<file path="src/rtl/sph_params.svh">
/*
  timing counts and fixed sizes for the serial port handshake control block.
  assumes inclusion by bare name from the package and design files.
*/
`ifndef SPH_PARAMS_SVH
`define SPH_PARAMS_SVH

`define SPH_BUF_DEPTH 8'd64
`define SPH_BUF_HALF 8'd32
`define SPH_CNT_W 8
`define SPH_RTS_LEAD_NS 1000
`define SPH_CLK_NS 10
`define SPH_RTS_LEAD_CYC ((`SPH_RTS_LEAD_NS + `SPH_CLK_NS - 1) / `SPH_CLK_NS)

`endif

</file>
<file path="src/rtl/sph_pkg.sv">
/*
  types shared by the handshake control block: line groups per port.
  assumes sph_params.svh is on the include path.
*/
`include "sph_params.svh"

package sph_pkg;

  // primary port incoming handshake, already folded to active-high
  typedef struct packed {
    logic dsr;
    logic cts;
    logic dcd;
  } sph_pri_hs_t;

  // raw line status: connected flag and level per handshake line
  typedef struct packed {
    logic present;
    logic level;
  } sph_line_t;

  typedef enum logic [1:0] {
    SPH_TX_IDLE,
    SPH_TX_RTS_WAIT,
    SPH_TX_SEND
  } sph_tx_state_t;

endpackage : sph_pkg

</file>
<file path="src/rtl/sph_ctrl.sv">
/*
  handshake and flow-control gating for the primary (terminal end) and
  printer (communication end) serial ports.
  assumes a serializer outside that obeys tx_go and rx_en, and a receive
  buffer outside that reports occupancy and accepts push/pop strobes.
*/
`timescale 1ns/1ps
`default_nettype none

// Overview of operation
// - Data-terminal-ready is driven active on the primary port while the block is ready to move data.
// - With flow control chosen, data-terminal-ready drops once the receive buffer is half full.
// - No character is sent or taken on the primary port without data-set-ready active.
// - A primary character starts only while clear-to-send is active.
// - Primary characters are taken only while carrier detect is active.
// - In half duplex, request-to-send is raised before sending starts.
// - In full duplex, request-to-send is held active always.
// - An unconnected handshake input reads as active.
// - Primary serial data goes out on the transmit line and comes in on the receive line.
// - The printer port moves data only while the printer holds its terminal-ready active.
// - On the printer port, printer data arrives on transmit-data and block data leaves on receive-data.
module sph_ctrl (
  input wire logic mclk,
  input wire logic nrst,
  input wire logic ready,
  input wire logic half_duplex,
  input wire logic dtr_flow,
  input wire sph_pkg::sph_line_t pri_dsr,
  input wire sph_pkg::sph_line_t pri_cts,
  input wire sph_pkg::sph_line_t pri_dcd,
  input wire sph_pkg::sph_line_t prn_dtr,
  input wire logic [`SPH_CNT_W-1:0] rx_fill,
  input wire logic pri_tx_req,
  input wire logic pri_tx_done,
  input wire logic pri_ser_out,
  input wire logic pri_rxd,
  input wire logic prn_ser_out,
  input wire logic prn_txd,
  output logic pri_txd,
  output logic pri_ser_in,
  output logic pri_rts,
  output logic pri_dtr,
  output logic pri_tx_go,
  output logic pri_rx_en,
  output logic prn_rxd,
  output logic prn_ser_in,
  output logic prn_tx_en,
  output logic prn_rx_en
);

  sph_pkg::sph_pri_hs_t hs;
  logic prn_ok;
  logic [3:0] line_act;
  sph_pkg::sph_line_t [3:0] line_raw;
  sph_pkg::sph_tx_state_t tx_state_q;
  logic [15:0] lead_q;
  logic buf_half_q;

  localparam logic [15:0] LEAD_CYC = 16'(`SPH_RTS_LEAD_CYC);

  // one folding stage per handshake line
  assign line_raw = {prn_dtr, pri_dcd, pri_cts, pri_dsr};

  generate
    for (genvar gi = 0; gi < 4; gi++) begin : g_line
      sph_line_in sph_line_in_inst (
        .mclk(mclk),
        .nrst(nrst),
        .line_in(line_raw[gi]),
        .active_q(line_act[gi])
      );
    end
  endgenerate

  // primary lines, then printer terminal-ready
  assign hs = {line_act[0], line_act[1], line_act[2]};
  assign prn_ok = line_act[3];

  // buffer half-full tracking
  always_ff @(posedge mclk or negedge nrst) begin
    if (!nrst) begin
      buf_half_q <= 1'b0;
    end else if (rx_fill >= `SPH_BUF_HALF) begin
      buf_half_q <= 1'b1;
    end else begin
      buf_half_q <= 1'b0;
    end
  end

  always_ff @(posedge mclk or negedge nrst) begin
    if (!nrst) begin
      pri_dtr <= 1'b0;
    end else begin
      pri_dtr <= ready && !(dtr_flow && buf_half_q);
    end
  end

  // transmit sequencing with request-to-send lead in half duplex
  always_ff @(posedge mclk or negedge nrst) begin
    if (!nrst) begin
      tx_state_q <= sph_pkg::SPH_TX_IDLE;
    end else begin
      case (tx_state_q)
        sph_pkg::SPH_TX_IDLE: begin
          if (pri_tx_req && ready) begin
            tx_state_q <= sph_pkg::SPH_TX_RTS_WAIT;
          end
        end
        // dropping the request aborts the wait
        sph_pkg::SPH_TX_RTS_WAIT: begin
          if (!pri_tx_req) begin
            tx_state_q <= sph_pkg::SPH_TX_IDLE;
          end else if (!half_duplex || lead_q <= 16'h0001) begin
            tx_state_q <= sph_pkg::SPH_TX_SEND;
          end
        end
        sph_pkg::SPH_TX_SEND: begin
          if (pri_tx_done || !pri_tx_req) begin
            tx_state_q <= sph_pkg::SPH_TX_IDLE;
          end
        end
        default: begin
          tx_state_q <= sph_pkg::SPH_TX_IDLE;
        end
      endcase
    end
  end

  // lead counter, preloaded while idle
  always_ff @(posedge mclk or negedge nrst) begin
    if (!nrst) begin
      lead_q <= 16'h0000;
    end else if (tx_state_q == sph_pkg::SPH_TX_IDLE) begin
      lead_q <= LEAD_CYC;
    end else if (tx_state_q == sph_pkg::SPH_TX_RTS_WAIT &&
      lead_q > 16'h0001) begin
      lead_q <= lead_q - 16'h0001;
    end
  end

  always_ff @(posedge mclk or negedge nrst) begin
    if (!nrst) begin
      pri_rts <= 1'b0;
    end else if (!half_duplex) begin
      pri_rts <= 1'b1;
    end else begin
      pri_rts <= tx_state_q != sph_pkg::SPH_TX_IDLE;
    end
  end

  // serializer may start only with set-ready, clear-to-send and request-to-send all active
  always_ff @(posedge mclk or negedge nrst) begin
    if (!nrst) begin
      pri_tx_go <= 1'b0;
    end else begin
      pri_tx_go <= tx_state_q == sph_pkg::SPH_TX_SEND && ready &&
        hs.dsr && hs.cts && pri_rts;
    end
  end

  // receive side needs set-ready and carrier
  always_ff @(posedge mclk or negedge nrst) begin
    if (!nrst) begin
      pri_rx_en <= 1'b0;
    end else begin
      pri_rx_en <= ready && hs.dsr && hs.dcd;
    end
  end

  // data routing, idle line is mark
  always_ff @(posedge mclk or negedge nrst) begin
    if (!nrst) begin
      pri_txd <= 1'b1;
    end else begin
      pri_txd <= pri_ser_out;
    end
  end

  always_ff @(posedge mclk or negedge nrst) begin
    if (!nrst) begin
      pri_ser_in <= 1'b1;
    end else begin
      pri_ser_in <= pri_rxd;
    end
  end

  // printer side held at mark while its terminal-ready is off
  always_ff @(posedge mclk or negedge nrst) begin
    if (!nrst) begin
      prn_rxd <= 1'b1;
    end else begin
      prn_rxd <= prn_ok ? prn_ser_out : 1'b1;
    end
  end

  always_ff @(posedge mclk or negedge nrst) begin
    if (!nrst) begin
      prn_ser_in <= 1'b1;
    end else begin
      prn_ser_in <= prn_ok ? prn_txd : 1'b1;
    end
  end

  always_ff @(posedge mclk or negedge nrst) begin
    if (!nrst) begin
      prn_tx_en <= 1'b0;
    end else begin
      prn_tx_en <= ready && prn_ok;
    end
  end

  always_ff @(posedge mclk or negedge nrst) begin
    if (!nrst) begin
      prn_rx_en <= 1'b0;
    end else begin
      prn_rx_en <= ready && prn_ok;
    end
  end

endmodule : sph_ctrl

`default_nettype wire

</file>
<file path="src/rtl/sph_line_in.sv">
/*
  one handshake input line: an absent line reads as active.
  assumes inputs synchronous to mclk.
*/
`timescale 1ns/1ps
`default_nettype none

module sph_line_in (
  input wire logic mclk,
  input wire logic nrst,
  input wire sph_pkg::sph_line_t line_in,
  output logic active_q
);

  always_ff @(posedge mclk or negedge nrst) begin
    if (!nrst) begin
      active_q <= 1'b1;
    end else begin
      active_q <= !line_in.present || line_in.level;
    end
  end

endmodule : sph_line_in

`default_nettype wire

</file>
<file path="config.mk">
export PLATFORM = sky130hd
export DESIGN_NAME = sph_ctrl
export DESIGN_NICKNAME = d
export VERILOG_FILES = /design/src/rtl/sph_pkg.sv /design/src/rtl/sph_ctrl.sv /design/src/rtl/sph_line_in.sv
export VERILOG_INCLUDE_DIRS = /design/src /design/src/rtl
export SDC_FILE = /design/constraint.sdc
export NUM_CORES = 1
export LEC_CHECK = 0
export ABC_AREA = 0
export BUFFER_PORTS_ARGS = -buffer_cell sky130_fd_sc_hd__clkbuf_2
export CAP_MARGIN = 20
export CORE_ASPECT_RATIO = 0.5
export CORE_MARGIN = 2
export CORE_UTILIZATION = 40
export CTS_CLUSTER_DIAMETER = 150
export CTS_CLUSTER_SIZE = 20
export DETAILED_ROUTE_END_ITERATION = 8
export GPL_TIMING_DRIVEN = 0
export PLACE_DENSITY = 0.59
export SYNTH_ARGS = -nofsm -noshare
export SYNTH_HDL_FRONTEND = slang
export SYNTH_SLANG_ARGS = --single-unit
</file>
<file path="constraint.sdc">
create_clock -name mclk -period 2.8 [get_ports mclk]
set_input_delay 0.28 -clock mclk [delete_from_list [all_inputs] [get_ports mclk]]
set_output_delay 0.28 -clock mclk [all_outputs]
set_load 0.01 [all_outputs]
</file>
==> Word-level counts from Yosys, hierarchy flattened <==
Cells that the tools add are included.
{ "word_totals": {"regBits": 32, "in_bits": 27, "out_inout_bits": 10, "wordCells": 64} }
{ "classes": {"n_addsub": 1, "order_cmp": 3, "n_eq_ne": 5, "n_mux": 11, "reduce_logical": 28} }
{ "ops": {"columns": ["operator", "count"], "rows": [
  ["two-way mux 16 bit", 2],
  ["greater-than comparator 16 x 1 -> 1 bit, second input constant", 1],
  ["<= comparator 16 x 1 -> 1 bit, second input constant", 1],
  ["subtractor 16 x 1 -> 16 bit, second input constant", 1],
  ["logical AND 1 bit", 11],
  [">= comparator 8 x 6 -> 1 bit, second input constant", 1],
  ["two-way mux 2 bit", 4],
  ["zero test 1 bit", 7],
  ["logical OR 1 bit", 6],
  ["one-hot mux 2 bit (3 select lines)", 1],
  ["two-way mux 1 bit", 4],
  ["inequality test 2 bit, second input constant", 2],
  ["nonzero test 2 bit", 2],
  ["inequality test 3 bit, second input constant", 1],
  ["AND reduction 3 bit", 1],
  ["== test 2 x 1 -> 1 bit, second input constant", 1],
  ["== test 2 bit, second input constant", 1],
  ["zero test 2 bit", 1]
]} }

==> Longest topological paths before layout <==
Gate-level depths: netlist (run 1).
{ "depth": {"ltp_word": 5, "depth_mapped": 7, "depth_no_buf": 7} }

==> Hierarchy <==
Synthesis (run 1) repeated with hierarchy kept, for this count alone.
{ "hier_totals": {"cells_unflattened": 132, "hier_area_um2": 1483.9} }
{ "modules_own_cells": {"columns": ["mod", "n_inst", "cells_each", "area_per_inst_um2", "seq_area_each_um2"], "rows": [
  ["sph_ctrl", 1, 124, 1353.8, 705.7],
  ["sph_line_in", 4, 2, 32.5, 26.3]
]} }

==> Worst setup path after synthesis (run 1) <==
OpenSTA, ideal clock, no wires.
{ "synth_timing": {"path_kind": "flip-flop to flip-flop", "start": "reg tx_state_q[1]", "end": "reg lead_q[15]", "setup_time_ns": 0.128, "arrival_ns": 2.075, "required_time_ns": 2.672, "slack_ns": 0.597, "path_stages_with_launch": 7, "path_buffers": 1, "synth_period_minus_slack_ns": 2.203, "cell_sequence": "dfrtp_1 -> buf_2 -> or4b_4 -> or3b_4 -> or4b_1 -> xor2_1 -> nor2_1"} }
{ "synth_via": {"elab_chain_len": 3, "elab_cells_between_ends": 5, "classes_between": "eq/ne: 1; mux: 1; reduce/logical: 3"} }
{ "synth_rtl": {"columns": ["item", "line_no", "source"], "rows": [
  ["start, declared", "sph_ctrl.sv:55", "sph_pkg::sph_tx_state_t tx_state_q;"],
  ["start signal, assigned", "sph_ctrl.sv:101", "tx_state_q <= sph_pkg::SPH_TX_IDLE;"],
  ["start signal, assigned", "sph_ctrl.sv:106", "tx_state_q <= sph_pkg::SPH_TX_RTS_WAIT;"],
  ["start signal, assigned", "sph_ctrl.sv:112", "tx_state_q <= sph_pkg::SPH_TX_IDLE;"],
  ["== test 2 x 1 -> 1 bit", "sph_ctrl.sv:135", "end else if (tx_state_q == sph_pkg::SPH_TX_RTS_WAIT &&"],
  ["logical AND 1 bit", "sph_ctrl.sv:135", null],
  ["nonzero test 2 bit (no line)", null, null],
  ["end signal, assigned", "sph_ctrl.sv:137", "lead_q <= lead_q - 16'h0001;"],
  ["end, declared", "sph_ctrl.sv:56", "logic [15:0] lead_q;"]
]} }
Several ways; a longest one is shown, not always the timed one.
A chain may end at the register's enable or synchronous reset.

==> Worst setup path in the final report (run 1) <==
Same ends and word-level chain as after synthesis.

==> results of run 1 <==
-- power groups by stage --
stage / Combinational, uW / Sequential [uW] / Clock, uW
CTS: 110 / 499 / 374
global placement: 108 / 507 / 0
global route: 123 / 502 / 395
detailed placement: 110 / 508 / 0
floorplan: 57.5 / 509 / 0
finish: 108 / 499 / 362
-- layer usage --
layer / wire (um) / up-vias
met5: 0 / -
met4: 34 / 0
met3: 186 / 4
met2: 1210 / 34
met1: 1340 / 541
li1: - / 554
-- worst max-delay path: cells and delay by family, from the launching register on --
family,cells,cell delay [ps]
AND/OR/NAND/NOR,4,1510
buffers and inverters,1,170
flip-flops,1,360
XOR/XNOR,1,150
-- Yosys cell counts (all sizes together) (2+ instances only) --
cell	instances	area [um2]
dfrtp	24	601
ha	2	25.0
o21a	2	15.0
nor3b	2	15.0
or3	3	18.8
o31ai	2	15.0
buf	2	12.5
nand4	3	18.8
nor3	3	15.0
dfstp	8	210
nand3	3	15.0
or4b	2	23.8
o21ai	3	15.0
a21oi	5	25.0
nand2b	7	43.8
mux2i	6	60.1
nand2	17	63.8
or4	3	22.5
nand3b	2	15.0
nor4	3	18.8
inv	4	15.0
nor2	16	60.1
-- logic make-up (layout without fill, tap and decap cells) --
| logic type | Yosys count | count (layout) | synth area share [%] |
|---|---|---|---|
| and+or+nand+nor | 70 | 70 | 26.3 |
| DFF | 32 | 32 | 56.4 |
| AOI/OAI and AO/OA | 18 | 18 | 8.19 |
| muxes | 6 | 6 | 4.18 |
| buffers and inverters | 6 | 45 | 1.92 |
| adders and majority gates | 2 | 2 | 1.74 |
| xor gates and xnor gates | 2 | 2 | 1.22 |
-- through the flow --
step / hold WS, ps / total power, uW / util (%) / instances
floorplan: -15.6 / 567 / - / 136
global placement: 368 / 615 / 48.2 / 218
detailed placement: 369 / 617 / 48.2 / 218
CTS: 69.4 / 983 / 50.9 / 226
global route: 65.6 / 1020 / 50.9 / 226
finish: 63.2 / 969 / 50.9 / 226
-- worst min path at each step --
stage                      from          to  slack, ps
finish                     nrst  buf_half_q         60
global route        pri_ser_out     pri_txd         70
CTS                 pri_ser_out     pri_txd         70
detailed placement      pri_rxd  pri_ser_in        370
global placement        pri_rxd  pri_ser_in        370
floorplan                  nrst  buf_half_q        -20
-- final cells by class --
type                            instances  area (um2)  share of cell area, %
Clock inverter                          2        10.0                  0.573
Inverter                                4        15.0                  0.859
Timing Repair Buffer                   31         155                   8.88
Clock buffer                            6        82.6                   4.72
Sequential cell                        32         811                   46.4
Buffer                                  2        12.5                  0.716
Multi-Input combinational cell         98         598                   34.2
Tap cell                               51        63.8                   3.65
==> run metrics, run 1 <==
status completed; Clock Latency Late Sink 280 ps; worst min path class in -> async; R2R Setup Slk 490 ps; Nets 203; filler instances 329; via count 1133; CTS tree built; Combinational Power Share 11.1%; # setup viols final 0; Post-synth ARST share 100%; Setup CP Type reg -> reg; maximum VDD drop 0.000296 V; Most flops, register lead_q; largest net degree at the start of global routing 33; Post-DP HPWL 2.00 mm; Area Growth Syn to Fin 21.7%; Critical path destination lead_q[15]; max reg flops 16; sw power 242 uW; antenna violations before repair 0; GRT busiest layer met2; drt pass-1 iters 4; number of global-route vias before repair 1029; core area 3430 um2; r2r startpoint tx_state_q[1]; Die W 88.7 um; most common cell after layout, fill and taps aside clkbuf_2; Critical Path Max Stage Delay 520 ps; Placement Rows 15; final period utilization 82.6%; Post-synth EDFFs 0; Gate Count Post-Synth 136; Avg Cell Area, Syn 10.6 um2; H-tree depth 2; Worst setup EP type register; number of top-level pins 37; Syn Std Cell Area 1440 um2; setup TNS 0 ps; highest clock rate 433 MHz; pre-CTS WS 498 ps; Setup WS post-layout 488 ps; met1 Use GR 20.4%; share of layout cells above drive strength 1 29.7%; RSZ-0062 raised after global routing false; placed cell areas 1660 um2; drt drc 0; # Max-Cap Violations 0; Final Hold Fails 0; Num CTS Buffers 5; largest registers lead_q: 16 flops, g_line.sph_line_in_inst.active_q: 4 flops, tx_state_q: 2 flops; Vert. Die Dim 46.4 um; design internal power 727 uW; clock sink count 32; flops & latches, synth 32; Post-Route WL 2.77 mm; syn_nets 165; Post-CTS Resized 0; post-CTS setup buffers 0; GRT Total Usage 15.4%; port bufs 31; Top FF cell, synth dfrtp_1; Final GP Congestion 0.788; Initial Utilization 41.8%; Clock power frac 37.3%; vias per cell 5.01; met3 GRT Util 5.38%; PD cells 555 nW/um2; Switching Fraction 25.0%; Worst R2R End lead_q[15]; commonest non-fill, non-tap cells in the layout 31 x clkbuf_2, 24 x dfrtp_1, 17 x nand2_1, 16 x nor2_1, 8 x dfstp_2; clock buffer depth 2; final slew viol count 0; # hold bufs at CTS 0; Worst Tran Pin Value 777 ps; final instance area 1750 um2; CP Launch Type register; WP data arrival 2470 ps; slowest cell on the critical path or4b_4; die area 4120 um2; Pleak 0.000807 uW; number of inserted diodes 0; drt wl/cell 12.2 um; root buffer cell clkbuf_8; met2 Use GR 22.8%; count of cell types in the netlist 39; max_slew headroom 48.2%; crit path cell chain buf_2, or4b_4, or3b_4, or4b_1, xor2_1, nor2_1; Remaining Overflow, GRT 0; Data required, critical path 2950 ps; first-pass GRT wire length 4.60 mm; Ys Warns 0; 1st-iter DRT viols 54; Clock Pin Slew Worst Setup and Hold Paths 70 ps; Reg power frac 51.5%; FF-to-FF path depth 6; worst setup path start tx_state_q[1]; worst-path maximum fanout 10; crit path time final 2310 ps; clock skew 6.31 ps; Final ANT Viol Nets 0; register area share after synthesis 56.4%
Note: power is estimated with default switching activity, not from simulation.
==> run 2, diff against run 1 <==
--- a/config.mk
+++ b/config.mk
@@ -6,7 +6,7 @@
 export SDC_FILE = /design/constraint.sdc
 export NUM_CORES = 1
 export LEC_CHECK = 0
-export ABC_AREA = 0
+export ABC_AREA = 1
 export BUFFER_PORTS_ARGS = -buffer_cell sky130_fd_sc_hd__clkbuf_2
 export CAP_MARGIN = 20
 export CORE_ASPECT_RATIO = 0.5
@@ -16,7 +16,7 @@
 export CTS_CLUSTER_SIZE = 20
 export DETAILED_ROUTE_END_ITERATION = 8
 export GPL_TIMING_DRIVEN = 0
-export PLACE_DENSITY = 0.59
+export PLACE_DENSITY = 0.6
 export SYNTH_ARGS = -nofsm -noshare
 export SYNTH_HDL_FRONTEND = slang
 export SYNTH_SLANG_ARGS = --single-unit
==> constraint.sdc (replaced) <==
create_clock -name mclk -period 2 [get_ports mclk]
set_input_delay 0.2 -clock mclk [delete_from_list [all_inputs] [get_ports mclk]]
set_output_delay 0.2 -clock mclk [all_outputs]
set_load 0.01 [all_outputs]
==> run metrics, run 2 <==
number of inserted diodes 0; most common cell after layout, fill and taps aside nand2_1; Worst Tran Pin Value 786 ps; post-synthesis simple-gate area fraction 34.4%; fin util 50.9%; CP Launch Type register; # setup viols final 0; synth cell count leaders 64 x nand2_1, 34 x nor2_1, 31 x inv_1; number of global-route vias before repair 1304; clock sink count 32; Final Hold Fails 24; Post-DP HPWL 2.43 mm; drt wl/cell 10.9 um; 1st-iter DRT viols 71; RSZ-0062 raised after global routing false; count of cell types in the netlist 25; WP data arrival 2020 ps; flops & latches, synth 32; root buffer cell clkbuf_8; Combinational Power Share 38.5%; die area 4640 um2; Die W 94.4 um; clock skew 5.86 ps; Synth area leaders dfrtp_1 37%, nand2_1 15%, dfstp_2 13%; largest net degree at the start of global routing 33; syn_nets 240; PD cells 1190 nW/um2; max_slew headroom 47.6%; Clock power frac 25.7%; adder-cell share of the synthesized area 1.53%; core area 3900 um2; highest clock rate 557 MHz; Area Growth Syn to Fin 21.6%; largest family of logic cells by synthesized area simple AND/OR/NAND/NOR gates; register area share after synthesis 49.7%; failing checks hold timing; post-synth top area share 36.8%; port bufs 31; Setup WS post-layout 205 ps; Post-Route WL 3.32 mm; status finished, violations left; Worst setup EP type register; clock buffer depth 2; Setup CP Type reg -> reg; final slew viol count 0; Avg Cell Area, Syn 7.74 um2; Top FF cell, synth dfrtp_1; drt drc 0; Gate Count Post-Synth 211; Most flops, register lead_q; vias per cell 4.53; Num CTS Buffers 5; Reg power frac 35.8%; # Max-Cap Violations 0; largest registers lead_q: 16 flops, g_line.sph_line_in_inst.active_q: 4 flops, tx_state_q: 2 flops; Syn Std Cell Area 1630 um2; leading area contributor after synthesis dfrtp_1; CTS tree built; share of layout cells above drive strength 1 24.2%; crit path time final 1790 ps; H-tree depth 2; pre-CTS WS 152 ps; Data required, critical path 2230 ps; max reg flops 16; post-route non-filler standard cell count 306; Switching Fraction 39.4%; hold slack final -10.6 ps; Post-synth EDFFs 0; Final ANT Viol Nets 0; first-pass GRT wire length 5.92 mm; Clock Latency Late Sink 280 ps; commonest non-fill, non-tap cells in the layout 64 x nand2_1, 33 x nor2_1, 31 x inv_1, 31 x clkbuf_2, 24 x dfrtp_1; Initial Utilization 41.8%; post-CTS setup buffers 0; setup TNS 0 ps; Post-synth ARST share 100%; mux share of post-synthesis cell area 0%; Ys Warns 0; drt pass-1 iters 4; Vert. Die Dim 49.2 um; worst-path maximum fanout 6; sw power 931 uW; GRT Total Usage 16.8%; count leader, synth nand2_1; via count 1386; Compound-Gate Fraction of Synth Area 4.29%; area share of xor/xnor cells in the synthesized design 1.61%; number of top-level pins 37; Placed Cells 296; maximum VDD drop 0.000415 V; Clock Pin Slew Worst Setup and Hold Paths 70 ps; Nets 280; Pleak 0.00109 uW; Placement Rows 16; design internal power 1430 uW; antenna violations before repair 0; Final GP Congestion 0.796; Remaining Overflow, GRT 0; final period utilization 89.7%; worst min path class in -> async
-- run 2: cell count changes after synthesis, sizes merged, moves of 3 or more --
cell    before  now
a21oi        5    2
nor4         3    0
o21ai        3    7
or4          3    0
nand2       17   69
nor2        16   37
nand3        3   13
inv          4   31
mux2i        6    0
nand2b       7    0
-- run 2: final timing paths --
| kind | from | to | slack [ps] | cells past startpoint |
|---|---|---|---|---|
| max | lead_q[0] | lead_q[7] | 210 | 12 |
| min | nrst | lead_q[11] | -10 | 1 |
| max reg2reg | lead_q[0] | lead_q[7] | 210 | 12 |
| min reg2reg | buf_half_q | pri_dtr | 410 | 1 |
| max in group asynchronous | nrst | lead_q[9] | 1520 | 1 |
| min in group mclk | pri_dcd[1] | g_line[2].sph_line_in_inst.active_q | 30 | 2 |
-- run 2: area by class of cell --
| class | instances | area, um2 |
|---|---|---|
| clock inverter | 2 | 35.0 |
| inverter | 31 | 116 |
| fill | 376 | 1920 |
| clock buffer | 6 | 72.6 |
| tap | 54 | 67.6 |
| timing repair buffer | 33 | 175 |
| sequential | 32 | 811 |
| multi-input combinational | 145 | 686 |
| buffer | 3 | 22.5 |
-- run 2: what timing repair did --
action,CTS,global route
endpoints found under the hold margin,2,0
gates resized for setup,0,1
setup endpoints to repair,0,6
hold buffers,2,0
-- run 2: power by group through the flow --
stage / clock network [uW] / logic [uW] / registers, uW
finish: 609 / 909 / 847
floorplan: 0 / 680 / 845
CTS: 624 / 909 / 847
global route: 654 / 1030 / 866
detailed placement: 0 / 901 / 858
global placement: 0 / 885 / 855
-- run 2: metal layers --
metal / part of all wire (%) / vias up / global-route usage (%)
li1: - / 727 / -
met3: 5.1 / 5 / 4.79
met5: 0 / - / 0
met4: 0.90 / 0 / 6.52
met2: 44 / 37 / 23.8
met1: 50 / 617 / 24.4
-- run 2: cell families after synthesis --
group,after synthesis
AND/OR/NAND/NOR,129
flip-flops,32
XOR/XNOR,3
AO/OA/AOI/OAI,11
adder cells (fa/ha/maj),2
buffers and inverters,34
-- run 2: through the flow --
stage          total power (uW)  cell area (um2)
6_report                   2360             1990
2_1_floorplan              1530             1630
3_3_place_gp               1740             1860
5_1_grt                    2550             1990
3_5_place_dp               1760             1860
4_1_cts                    2380             1980
-- run 2: critical path, stage by stage, from the launching register on --
cell	delay, ps
dfrtp_1	420
inv_1	150
ha_1	220
inv_1	60
nand2_1	70
nand2_1	70
nor2_2	150
nand2_4	100
nand2_4	120
nand2_4	50
inv_1	180
nand2_1	70
nand2_1	70
